## src/hw/lsp_pkg.sv

```systemverilog
// shared constants and types of the light-sensor serial register port
package lsp_pkg;
  // ===========================================================
  // bus addresses and address-select pin encodings
  localparam logic [6:0] ADDR_GND = 7'h29;
  localparam logic [6:0] ADDR_FLT = 7'h39;
  localparam logic [6:0] ADDR_VDD = 7'h49;
  localparam logic [6:0] ADDR_ARA = 7'h0C;
  localparam logic [1:0] SEL_GND = 2'h0;
  localparam logic [1:0] SEL_FLT = 2'h1;
  // ===========================================================
  // command byte fields
  localparam int CMD_BIT = 7;
  localparam int CLR_BIT = 6;
  localparam int WORD_BIT = 5;
  localparam int BLK_BIT = 4;
  localparam logic [7:0] CMD_RST = 8'h00;
  localparam logic [7:0] CLR_MASK = 8'h40;
  localparam logic [7:0] BLK_RD_CMD = 8'h9B;
  localparam logic [7:0] BLK_RD_CNT = 8'h04;
  // ===========================================================
  // register indices and reset values
  localparam logic [3:0] REG_LAST_RW = 4'h6;
  localparam logic [3:0] REG_ID = 4'hA;
  localparam logic [3:0] REG_D0L = 4'hC;
  localparam logic [3:0] REG_D0H = 4'hD;
  localparam logic [3:0] REG_D1L = 4'hE;
  localparam logic [3:0] REG_D1H = 4'hF;
  localparam logic [7:0] REG_TIM_RST = 8'h02;
  localparam logic [3:0] BYTE_BITS = 4'h8;
  // ===========================================================
  // timing: 40 MHz system clock
  localparam int CLK_NS = 25;
  localparam int TO_MS = 25;
  localparam int TO_CYC = (TO_MS * 1000000 + CLK_NS - 1) / CLK_NS;
  localparam int TO_W = 24;
  localparam int CONV_MS = 100;
  localparam int CONV_CYC = (CONV_MS * 1000000) / CLK_NS;
  localparam int CONV_W = 24;
  // ===========================================================
  typedef enum logic [2:0] {ST_IDLE, ST_ADDR, ST_WR, ST_ACK, ST_RD, ST_RACK} lsp_state_t;
endpackage

```

## src/hw/lsp_res_if.sv

```systemverilog
// result hand-over between the converter core and the serial port
`timescale 1ns/10ps
interface lsp_res_if;
  logic [15:0] ch0;
  logic [15:0] ch1;
  logic hold;
  modport conv (output ch0, output ch1, input hold);
  modport port (input ch0, input ch1, output hold);
endinterface

```

## src/hw/lsp_conv.sv

```systemverilog
// dual-channel integration timer with double-buffered result registers
`timescale 1ns/10ps
module lsp_conv #(
  parameter int unsigned INTEG_CYC = lsp_pkg::CONV_CYC
) (
  input wire logic clk_in,
  input wire logic rstn_in,
  input wire logic ch0_pulse_in,
  input wire logic ch1_pulse_in,
  lsp_res_if.conv res
);
  import lsp_pkg::*;

  logic [CONV_W-1:0] cnt_q;
  logic [15:0] acc0_q, acc1_q, sh0_q, sh1_q;
  logic pend_q;
  logic end_ev;

  assign end_ev = (cnt_q == CONV_W'(INTEG_CYC - 1));

  function automatic logic [15:0] sat_inc(input logic [15:0] v, input logic p);
    sat_inc = (p && v != 16'hFFFF) ? v + 16'h0001 : v;
  endfunction

  // ===========================================================
  // integration window
  // free-running restart
  always_ff @(posedge clk_in) begin
    if (!rstn_in) begin
      cnt_q <= '0;
    end else if (end_ev) begin
      cnt_q <= '0;
    end else begin
      cnt_q <= cnt_q + CONV_W'(1);
    end
  end

  always_ff @(posedge clk_in) begin
    if (!rstn_in) begin
      acc0_q <= 16'h0000;
      acc1_q <= 16'h0000;
      sh0_q <= 16'h0000;
      sh1_q <= 16'h0000;
    end else if (end_ev) begin
      sh0_q <= acc0_q;
      sh1_q <= acc1_q;
      acc0_q <= 16'h0000;
      acc1_q <= 16'h0000;
    end else begin
      acc0_q <= sat_inc(acc0_q, ch0_pulse_in);
      acc1_q <= sat_inc(acc1_q, ch1_pulse_in);
    end
  end

  // ===========================================================
  // visible copy only moves while no bus transfer is open, so a
  // multi-byte read never mixes two conversions
  // deferred double buffer
  always_ff @(posedge clk_in) begin
    if (!rstn_in) begin
      pend_q <= 1'b0;
      res.ch0 <= 16'h0000;
      res.ch1 <= 16'h0000;
    end else begin
      if (pend_q && !res.hold) begin
        res.ch0 <= sh0_q;
        res.ch1 <= sh1_q;
      end
      if (end_ev) begin
        pend_q <= 1'b1;
      end else if (!res.hold) begin
        pend_q <= 1'b0;
      end
    end
  end
endmodule

```

## src/hw/lsp_top.sv

```systemverilog
// two-wire slave register port of a dual-channel light sensor
`timescale 1ns/10ps
module lsp_top #(
  parameter int unsigned TIMEOUT_CYC = lsp_pkg::TO_CYC,
  parameter int unsigned INTEG_CYC = lsp_pkg::CONV_CYC,
  parameter logic [7:0] ID_VAL = 8'h5A // arbitrary identification value
) (
  input wire logic clk_in,
  input wire logic rstn_in,
  input wire logic scl_in,
  input wire logic sda_in,
  output logic sda_out,
  output logic sda_oe_out,
  input wire logic [1:0] addr_sel_in,
  input wire logic ch0_pulse_in,
  input wire logic ch1_pulse_in,
  output logic [7:0] ctrl_out,
  output logic [7:0] timing_out,
  output logic int_clear_out,
  output logic timeout_out,
  output logic [7:0] blk_len_out
);
  import lsp_pkg::*;

  lsp_state_t st_q;
  logic scl_s1_q, scl_s2_q, scl_s3_q, sda_s1_q, sda_s2_q, sda_s3_q;
  logic [1:0] sel_s1_q, sel_s2_q;
  logic [3:0] bit_q, ptr_q;
  logic [7:0] sh_q, cmd_q, len_q, tx, rd_mux;
  logic [7:0] regs_q [0:6];
  logic rw_q, ara_q, first_q, skip_q, ins_q, sda_out_q, sda_oe_q, clr_q, to_q;
  logic [TO_W-1:0] to_cnt_q;
  logic [6:0] own_addr;
  logic scl_rise, scl_fall, start_ev, stop_ev, to_ev, ev_ok;
  logic byte_in, wr_strobe, cmd_ev, rd_load, hit_dev, hit_ara, auto_inc;

  lsp_res_if res ();

  lsp_conv #(.INTEG_CYC(INTEG_CYC)) u_conv (
    .clk_in(clk_in),
    .rstn_in(rstn_in),
    .ch0_pulse_in(ch0_pulse_in),
    .ch1_pulse_in(ch1_pulse_in),
    .res(res)
  );

  // ===========================================================
  // pin synchronisers; the third stage only feeds edge detection
  always_ff @(posedge clk_in) begin
    if (!rstn_in) begin
      {scl_s1_q, scl_s2_q, scl_s3_q} <= 3'h7;
      {sda_s1_q, sda_s2_q, sda_s3_q} <= 3'h7;
      sel_s1_q <= 2'h0;
      sel_s2_q <= 2'h0;
    end else begin
      {scl_s1_q, scl_s2_q, scl_s3_q} <= {scl_in, scl_s1_q, scl_s2_q};
      {sda_s1_q, sda_s2_q, sda_s3_q} <= {sda_in, sda_s1_q, sda_s2_q};
      sel_s1_q <= addr_sel_in;
      sel_s2_q <= sel_s1_q;
    end
  end

  always_comb begin
    if (sel_s2_q == SEL_GND) begin
      own_addr = ADDR_GND;
    end else if (sel_s2_q == SEL_FLT) begin
      own_addr = ADDR_FLT;
    end else begin
      own_addr = ADDR_VDD;
    end
  end

  assign scl_rise = scl_s2_q && !scl_s3_q;
  assign scl_fall = !scl_s2_q && scl_s3_q;
  assign start_ev = scl_s2_q && scl_s3_q && sda_s3_q && !sda_s2_q;
  assign stop_ev = scl_s2_q && scl_s3_q && !sda_s3_q && sda_s2_q;
  assign ev_ok = !(to_ev || start_ev || stop_ev);
  assign hit_dev = (sh_q[7:1] == own_addr);
  assign hit_ara = (sh_q == {ADDR_ARA, 1'b1});
  assign byte_in = ev_ok && scl_fall && bit_q == BYTE_BITS && (st_q == ST_ADDR || st_q == ST_WR);
  assign wr_strobe = byte_in && st_q == ST_WR;
  assign cmd_ev = wr_strobe && first_q && sh_q[CMD_BIT];
  assign rd_load = ev_ok && scl_fall && ((st_q == ST_ACK && rw_q) || st_q == ST_RACK);
  assign auto_inc = cmd_q[WORD_BIT] || cmd_q[BLK_BIT];
  assign res.hold = (st_q != ST_IDLE);

  // ===========================================================
  // read data source
  // register at stored pointer
  always_comb begin
    if (ptr_q <= REG_LAST_RW) begin
      rd_mux = regs_q[ptr_q[2:0]];
    end else if (ptr_q == REG_ID) begin
      rd_mux = ID_VAL;
    end else if (ptr_q == REG_D0L) begin
      rd_mux = res.ch0[7:0];
    end else if (ptr_q == REG_D0H) begin
      rd_mux = res.ch0[15:8];
    end else if (ptr_q == REG_D1L) begin
      rd_mux = res.ch1[7:0];
    end else if (ptr_q == REG_D1H) begin
      rd_mux = res.ch1[15:8];
    end else begin
      rd_mux = 8'h00;
    end
  end

  always_comb begin
    if (ara_q) begin
      tx = {own_addr, 1'b0};
    end else if (ins_q) begin
      tx = BLK_RD_CNT;
    end else begin
      tx = rd_mux;
    end
  end

  // ===========================================================
  // bus state machine
  // all transfer formats share one byte engine
  always_ff @(posedge clk_in) begin
    if (!rstn_in) begin
      st_q <= ST_IDLE;
      bit_q <= 4'h0;
      sh_q <= 8'h00;
      rw_q <= 1'b0;
      ara_q <= 1'b0;
      sda_out_q <= 1'b1;
      sda_oe_q <= 1'b0;
    end else if (to_ev || stop_ev) begin
      st_q <= ST_IDLE;
      sda_out_q <= 1'b1;
      sda_oe_q <= 1'b0;
    end else if (start_ev) begin
      st_q <= ST_ADDR;
      bit_q <= 4'h0;
      sda_out_q <= 1'b1;
      sda_oe_q <= 1'b0;
    end else begin
      case (st_q)
        ST_ADDR, ST_WR: begin
          if (scl_rise) begin
            sh_q <= {sh_q[6:0], sda_s2_q};
            bit_q <= bit_q + 4'h1;
          end else if (byte_in) begin
            if (st_q == ST_WR || hit_dev || hit_ara) begin
              st_q <= ST_ACK;
              sda_out_q <= 1'b0;
              sda_oe_q <= 1'b1;
              // direction bit taken from address byte
              if (st_q == ST_ADDR) begin
                rw_q <= sh_q[0];
                ara_q <= hit_ara;
              end
            end else begin
              st_q <= ST_IDLE;
            end
          end
        end
        ST_ACK: begin
          if (scl_fall) begin
            bit_q <= 4'h0;
            if (rw_q) begin
              st_q <= ST_RD;
              sda_out_q <= tx[7];
              sda_oe_q <= !tx[7];
              sh_q <= {tx[6:0], 1'b0};
            end else begin
              st_q <= ST_WR;
              sda_out_q <= 1'b1;
              sda_oe_q <= 1'b0;
            end
          end
        end
        ST_RD: begin
          if (scl_rise) begin
            bit_q <= bit_q + 4'h1;
          end else if (scl_fall) begin
            if (bit_q == BYTE_BITS) begin
              st_q <= ST_RACK;
              sda_out_q <= 1'b1;
              sda_oe_q <= 1'b0;
            end else begin
              sda_out_q <= sh_q[7];
              sda_oe_q <= !sh_q[7];
              sh_q <= {sh_q[6:0], 1'b0};
            end
          end
        end
        ST_RACK: begin
          if (scl_rise && sda_s2_q) begin
            st_q <= ST_IDLE;
          end else if (scl_fall) begin
            st_q <= ST_RD;
            bit_q <= 4'h0;
            sda_out_q <= tx[7];
            sda_oe_q <= !tx[7];
            sh_q <= {tx[6:0], 1'b0};
          end
        end
        default: begin
          st_q <= ST_IDLE;
        end
      endcase
    end
  end

  // ===========================================================
  // command, pointer and register file
  always_ff @(posedge clk_in) begin
    if (!rstn_in) begin
      cmd_q <= CMD_RST;
      ptr_q <= CMD_RST[3:0];
      first_q <= 1'b0;
      skip_q <= 1'b0;
      ins_q <= 1'b0;
      clr_q <= 1'b0;
      len_q <= 8'h00;
      blk_len_out <= 8'h00;
      regs_q <= '{default: 8'h00};
      regs_q[1] <= REG_TIM_RST;
    end else begin
      clr_q <= 1'b0;
      if (start_ev) begin
        first_q <= 1'b1;
        skip_q <= 1'b0;
        len_q <= 8'h00;
      end else if (stop_ev) begin
        ins_q <= 1'b0;
        blk_len_out <= len_q;
      end
      if (wr_strobe) begin
        first_q <= 1'b0;
        if (cmd_ev) begin
          ptr_q <= sh_q[3:0];
          cmd_q <= sh_q & ~CLR_MASK;
          clr_q <= sh_q[CLR_BIT];
          ins_q <= (sh_q == BLK_RD_CMD);
          skip_q <= sh_q[BLK_BIT];
        end else if (skip_q) begin
          skip_q <= 1'b0;
        end else begin
          if (ptr_q <= REG_LAST_RW) begin
            regs_q[ptr_q[2:0]] <= sh_q;
          end
          len_q <= len_q + 8'h01;
          if (auto_inc) begin
            ptr_q <= ptr_q + 4'h1;
          end
        end
      end else if (rd_load && !ara_q) begin
        if (ins_q) begin
          ins_q <= 1'b0;
          ptr_q <= REG_D0L;
        end else begin
          len_q <= len_q + 8'h01;
          if (auto_inc) begin
            ptr_q <= ptr_q + 4'h1;
          end
        end
      end
    end
  end

  // ===========================================================
  // line-low timeout; saturates so the bus stays released while held
  assign to_ev = (to_cnt_q == TO_W'(TIMEOUT_CYC - 1));
  always_ff @(posedge clk_in) begin
    if (!rstn_in) begin
      to_cnt_q <= '0;
      to_q <= 1'b0;
    end else begin
      to_q <= to_ev;
      if (scl_s2_q && sda_s2_q) begin
        to_cnt_q <= '0;
      end else if (!to_ev) begin
        to_cnt_q <= to_cnt_q + TO_W'(1);
      end
    end
  end

  assign sda_out = sda_out_q;
  assign sda_oe_out = sda_oe_q;
  assign ctrl_out = regs_q[0];
  assign timing_out = regs_q[1];
  assign int_clear_out = clr_q;
  assign timeout_out = to_q;
endmodule

```

## config.mk

```make
export PLATFORM = sky130hd
export DESIGN_NAME = lsp_top
export DESIGN_NICKNAME = d
export VERILOG_FILES = /design/src/hw/lsp_pkg.sv /design/src/hw/lsp_res_if.sv /design/src/hw/lsp_conv.sv /design/src/hw/lsp_top.sv
export SDC_FILE = /design/constraint.sdc
export NUM_CORES = 1
export LEC_CHECK = 0
export BUFFER_PORTS_ARGS = -buffer_cell sky130_fd_sc_hd__buf_2
export CORE_MARGIN = 1
export CORE_UTILIZATION = 31
export CTS_CLUSTER_SIZE = 25
export DETAILED_ROUTE_END_ITERATION = 8
export PLACE_DENSITY = 0.49
export SYNTH_ARGS = -nofsm -noshare
export SYNTH_HDL_FRONTEND = slang
export SYNTH_SLANG_ARGS = --single-unit
```

## constraint.sdc

```tcl
create_clock -name clk_in -period 2.5 [get_ports clk_in]
set_input_delay 0.625 -clock clk_in [delete_from_list [all_inputs] [get_ports clk_in]]
set_output_delay 0.625 -clock clk_in [all_outputs]
set_load 0.05 [all_outputs]
```

Word level (Yosys, flattened, before mapping)
Cells that the tools add are included.
{ "op_classes": {"shift": 0, "n_bitwise": 7, "eq_ne": 43, "n_mul": 0, "reduce_logical": 62, "n_addsub": 7, "div": 0, "mux": 88, "order_cmp": 3} }
{ "ops": {"columns": ["cell", "n"], "rows": [
  ["$mux W8", 25],
  ["$bwmux W56", 1],
  ["$add A24 B1 Y24 const B", 2],
  ["$mux W4", 10],
  ["$mux W1", 33],
  ["$add A16 B1 Y16 const B", 2],
  ["$ne A16 B16 Y1 const B", 2],
  ["$pmux W8 S4", 1],
  ["$mux W3", 9],
  ["$ne A2 B2 Y1 const B", 13],
  ["$bmux W8 S3", 1],
  ["$demux W8 S3", 1],
  ["$eq A24 B20 Y1 const B", 1],
  ["$eq A24 B22 Y1 const B", 1],
  ["$eq A4 B4 Y1 const B", 6],
  ["$logic_and A1 B1 Y1", 22],
  ["$ne A3 B3 Y1 const B", 7],
  ["$reduce_and A7 Y1", 3],
  ["$mux W7", 2],
  ["$pmux W3 S4", 1],
  ["$pmux W4 S3", 1],
  ["$reduce_and A11 Y1", 1],
  ["$reduce_or A2 Y1", 5],
  ["$logic_not A1 Y1", 9],
  ["29 further kinds", 51]
]} }
{ "totals": {"in_bits": 8, "rom_bits": 0, "latchBits": 0, "ram_bits": 0, "out_inout_bits": 28, "reg_bits": 261, "mem_count": 0} }

Logic depth before layout (Yosys ltp)
{ "depth": {"word_depth": 14, "ltp_mapped": 11} }

Modules after synthesis
From an unflattened synthesis, not the netlist that was laid out.
{ "hier_totals": {"cells_unflattened": 1465, "area_unflattened_um2": 12326.8} }
{ "modules_own_cells": {"columns": ["module", "n_inst", "cells_per_inst", "area_each_um2"], "rows": [
  ["lsp_top", 1, 852, 7285.7],
  ["lsp_conv", 1, 613, 5041.1]
]} }

Worst setup path after synthesis
No wires, ideal clock.
{ "synth_timing": {"path_kind": "reg-to-reg", "start": "register ptr_q[1]", "end": "register sh_q[1]", "setup_slack_ns": 0.325, "setup_ns": 0.126, "arrival_time_ns": 2.049, "required_time_ns": 2.374, "stages_incl_launch_ff": 12, "n_path_buf": 3, "cell_sequence": "dfxtp_1 -> buf_2 -> buf_2 -> inv_1 -> ha_1 -> clkbuf_1 -> a21oi_1 -> o21ai_0 -> a32oi_1 -> nor2_1 -> a311oi_1 -> o22ai_1"} }
{ "synth_between": {"elab_chain_len": 12, "elab_cells_between_ends": 23, "cone_classes": "1 x order compare; 5 x eq/ne; 16 x mux; 1 x bitwise"} }
{ "synth_lines": {"columns": ["item", "line_no", "source"], "rows": [
  ["start, declared", "lsp_top.sv:28", "logic [3:0] bit_q, ptr_q;"],
  ["start signal, assigned", "lsp_top.sv:213", "ptr_q <= CMD_RST[3:0];"],
  ["start signal, assigned", "lsp_top.sv:235", "ptr_q <= sh_q[3:0];"],
  ["start signal, assigned", "lsp_top.sv:248", "ptr_q <= ptr_q + 4'h1;"],
  ["$eq A4 B4 Y1", "lsp_top.sv:101", "end else if (ptr_q == REG_D1H) begin"],
  ["$mux W8", "lsp_top.sv:101", null],
  ["$mux W8", "lsp_top.sv:99", "end else if (ptr_q == REG_D1L) begin"],
  ["$mux W8", "lsp_top.sv:97", "end else if (ptr_q == REG_D0H) begin"],
  ["$mux W8", "lsp_top.sv:95", "end else if (ptr_q == REG_D0L) begin"],
  ["$mux W8", "lsp_top.sv:93", "end else if (ptr_q == REG_ID) begin"],
  ["$mux W8 *", "lsp_top.sv:91", "if (ptr_q <= REG_LAST_RW) begin"],
  ["$mux W8 *", "lsp_top.sv:111", "end else if (ins_q) begin"],
  ["$mux W8 *", "lsp_top.sv:109", "if (ara_q) begin"],
  ["$mux W8, on equally long branches", "lsp_top.sv:193, lsp_top.sv:163", null],
  ["$mux W8, on equally long branches", "lsp_top.sv:191, lsp_top.sv:161", null],
  ["$pmux W8 S4 *", "lsp_top.sv:140", "case (st_q)"],
  ["end signal, assigned", "lsp_top.sv:143", "sh_q <= {sh_q[6:0], sda_s2_q};"],
  ["end signal, assigned", "lsp_top.sv:186", "sh_q <= {sh_q[6:0], 1'b0};"],
  ["end signal, assigned", "lsp_top.sv:198", "sh_q <= {tx[6:0], 1'b0};"],
  ["end, declared", "lsp_top.sv:29", "logic [7:0] sh_q, cmd_q, len_q, tx, rd_mux;"]
]} }
Every way passes the cells marked *; elsewhere a longest branch is shown, timed or not. The select of a mux whose other input is x is not followed.
A chain may end at the register's enable or synchronous reset.

Worst setup path after layout
{ "layout_timing": {"start": "register sh_q[7]", "end": "register regs_q, in the netlist timing_out[4]"} }
{ "layout_between": {"elab_chain_len": 3} }
{ "layout_lines": {"columns": ["item", "line_no", "source"], "rows": [
  ["start signal, assigned", "lsp_top.sv:143", null],
  ["start signal, assigned", "lsp_top.sv:167", "sh_q <= {tx[6:0], 1'b0};"],
  ["start signal, assigned", "lsp_top.sv:186", null],
  ["$logic_and A1 B1 Y1", "lsp_top.sv:82", "assign cmd_ev = wr_strobe && first_q && sh_q[CMD_BIT];"],
  ["$not A1 Y1 (no source line)", null, null],
  ["$reduce_and A4 Y1 (no source line)", null, null],
  ["end signal, assigned by index", "lsp_top.sv:244", "regs_q[ptr_q[2:0]] <= sh_q;"],
  ["end, declared", "lsp_top.sv:30", "logic [7:0] regs_q [0:6];"]
]} }
No other way between the ends.

==> metrics.md <==
| Metric | Value |
|---|---|
| Most frequent CP cell | buf_4 |
| Fin Clk Skew | 0.00956 ns |
| Initial antenna violation count | 0 |
| Total Neg Setup Slack | 0 ns |
| Largest net degree at the start of global routing | 84 |
| Required time of the critical path | 2.95 ns |
| H-tree depth | 1 |
| IO Port Bufs | 35 |
| Crit Path Max Fanout | 10 |
| Cell count after synthesis | 1,452 |
| Setup-failing EPs final | 0 |
| Post-DRT Antenna Nets | 0 |
| Fin util | 0.360 |
| Sequential cell area | 0.00515 mm^2 |
| Seq/Total Area, Yosys | 0.424 |
| Hold Path Class | in -> reg |
| Final cell count without fillers | 2,012 |
| CTS tree | built |
| DIE WIDTH | 200 um |
| Slowest CP cell | dfxtp_1 |
| Yosys warning total | 0 |
| RSZ-0062 raised after global routing | false |
| Seq cells post-synth | 257 |
| Period utilisation layout | 0.910 |
| Post-CTS Repair Setup Buffers | 0 |
| Total CTS buffers | 31 |
| Via density | 4.98 |
| Startpoint types | flip-flop |
| Cell count after placement | 1,955 |
| GP Congestion | 0.833 |
| Hold Path Cell Cnt | 2 |
| Async S/R FF share, synth | 0 |
| Max transition margin | 0.438 |
| Max-slew violation count | 0 |
| Clock Tree Root | clkbuf_16 |
| Vias in the first global route | 9,723 |
| Mean post-synth cell area | 8.35 um^2 |
| Worst-Margin Slew | 0.837 ns |
| Post-DR wirelength/cell | 15.6 um |
| Pwr dens | 628 mW/mm^2 |
| Nets | 1,489 |
| Slowest cell delay on critical path | 0.58 ns |
| Leak pwr | 5.15 nW |
| Vias | 10,000 |
| Tot GR Track Use | 0.161 |
| DIE AREA | 0.0399 mm^2 |
| EDFF count, synth | 0 |
| Die Ht | 200 um |
| Rows | 72 |
| Area of the multi-input gates | 0.00638 mm^2 |
| Worst-path cell chain | nand2_2 -> nand2b_1 -> nor2_2 -> buf_4 -> nand4b_1 -> buf_4 -> mux2i_1 -> nor2_1 |
| Final hold violation count | 0 |
| Worst-path clk slew | 0.06 ns |
| Drc violations | 0 |
| Synthesized cell area | 0.0121 mm^2 |
| DR iter-0 viols | 472 |
| N_diodes | 0 |
| Status | finished clean |
| Hold buffers post-CTS | 0 |
| Nature of the critical path endpoint | flip-flop |
| First-pass GRT wire length | 51,800 um |
| DR pass1 iterations | 4 |
| Core area | 0.0386 mm^2 |
| Post-Place Setup Slack | 0.242 ns |
| Total wire length | 31,400 um |
| Initial Util | 0.314 |
| Area grow syn2layout | 14.7% |
| Peak supply drop | 0.000486 V |
| Clk_lat worst skew | 0.57 ns |
| GRT overflow | 0 |
| Synth unique cells | 84 |
| Syn Nets | 1,471 |
| Crit Path Class | reg -> reg |
| Final Worst Setup Slack | 0.225 ns |
| Min Tclk post-route | 2.27 ns |
| Reg2Reg Depth | 8 |
| Fill count | 4,055 |
| Crit path DAT | 2.72 ns |
| Io pins | 36 |
| MaxCap Viol Count | 0 |
| Post-DP HPWL | 21,900 um |
| CTS sink count | 257 |
| # resized after CTS | 0 |
| Fmax | 440 MHz |
| Layout cells sized above 1 | 0.116 |
| Synth Flop Type | dfxtp_1 |
| Max Root-Sink Buffers | 3 |
-- path summary, 6_finish.rpt --
path | end | slack [ns] | startpoint
max reg2reg | timing_out[4] | 0.23 | sh_q[7]
min reg2reg | scl_s2_q | 0.41 | scl_s1_q
max | timing_out[4] | 0.23 | sh_q[7]
min | sda_s1_q | 0.24 | sda_in
-- Yosys cell counts, types with 19 or more instances --
| cell type | number | area [um^2] |
|---|---|---|
| a21oi_1 | 109 | 546 |
| a31oi_1 | 19 | 119 |
| and3_1 | 26 | 163 |
| buf_2 | 20 | 100 |
| buf_4 | 21 | 158 |
| clkbuf_1 | 56 | 210 |
| dfxtp_1 | 257 | 5140 |
| inv_1 | 20 | 75.1 |
| mux2i_1 | 70 | 701 |
| nand2_1 | 230 | 863 |
| nand2b_1 | 25 | 156 |
| nand3_1 | 51 | 255 |
| nand4_1 | 23 | 144 |
| nor2_1 | 174 | 653 |
| nor3_1 | 27 | 135 |
| o21ai_0 | 26 | 130 |
| xnor2_1 | 38 | 333 |
| xor2_1 | 37 | 324 |
-- per-stage QoR --
stage	hold WS (ns)	instance area (um^2)	total power [mW]
floorplan	0.386	12100	4.35
finish	0.239	13900	8.74
global route	0.239	13900	9.09
CTS	0.215	13900	8.91
global placement	0.402	12900	4.42
detailed placement	0.401	12900	4.42
-- area by class of cell --
cell class | instances | share of cell area
Inverter | 20 | 0.00558
Multi-Input combinational cell | 1069 | 0.458
Sequential cell | 257 | 0.370
Clock inverter | 12 | 0.00908
Tap cell | 518 | 0.0466
Clock buffer | 45 | 0.0631
Timing Repair Buffer | 91 | 0.0473
-- state kept, by name (all words and copies together), names as in the netlist, 2 cells and up --
signal / count
regs_q: 40
to_cnt_q: 24
u_conv.cnt_q: 24
u_conv.acc0_q: 16
u_conv.acc1_q: 16
u_conv.res.ch0: 16
u_conv.res.ch1: 16
u_conv.sh0_q: 16
u_conv.sh1_q: 16
blk_len_out: 8
ctrl_out: 8
len_q: 8
sh_q: 8
timing_out: 8
bit_q: 4
ptr_q: 4
st_q: 3
cmd_q: 2
sel_s1_q: 2
sel_s2_q: 2
-- logic make-up (layout without fill, tap and decap cells) --
group | after synthesis | count (layout) | share of synthesized area
simple gates | 665 | 665 | 0.269
buf+inv | 126 | 168 | 0.0513
mux | 75 | 75 | 0.0652
fa+ha+maj | 11 | 11 | 0.0113
xor+xnor | 75 | 75 | 0.0542
flops | 257 | 257 | 0.424
compound gates | 243 | 243 | 0.124
-- worst max-delay path, delay by kind of cell (launching register included) --
kind / cells / cell delay [ns]
simple gates: 5 / 0.98
flops: 1 / 0.58
buf+inv: 2 / 0.39
mux: 1 / 0.19
-- routing by layer --
layer,vias to the layer above,global-route usage,part of all wire
li1,5077,-,-
met2,143,0.264,0.46
met4,0,0.0469,0.025
met5,-,0,0
met1,4747,0.219,0.48
met3,49,0.0234,0.034
-- layout by cell type (no fill, tap or decap), types with 11 or more instances in the layout --
master     synthesis  routed
a21oi_1          109     109
a31oi_1           19      19
and3_1            26      26
and4_1            11      11
buf_2             20      35
buf_4             21      51
clkbuf_16          0      31
dfxtp_1          257     256
ha_1              11      11
inv_1             20      19
mux2i_1           70      70
nand2_1          230     230
nand2b_1          25      25
nand3_1           51      51
nand4_1           23      23
nor2_1           174     174
nor3_1            27      27
o21ai_0           26      26
o22ai_1           11      11
xnor2_1           38      38
xor2_1            37      37
-- report_power, final --
group          switching (mW)  internal, mW  total, mW
Sequential             0.0247          4.12       4.14
Clock                    1.77          2.64       4.41
Combinational           0.126        0.0556      0.182
No activity file was read; power rests on OpenSTA's default activity.
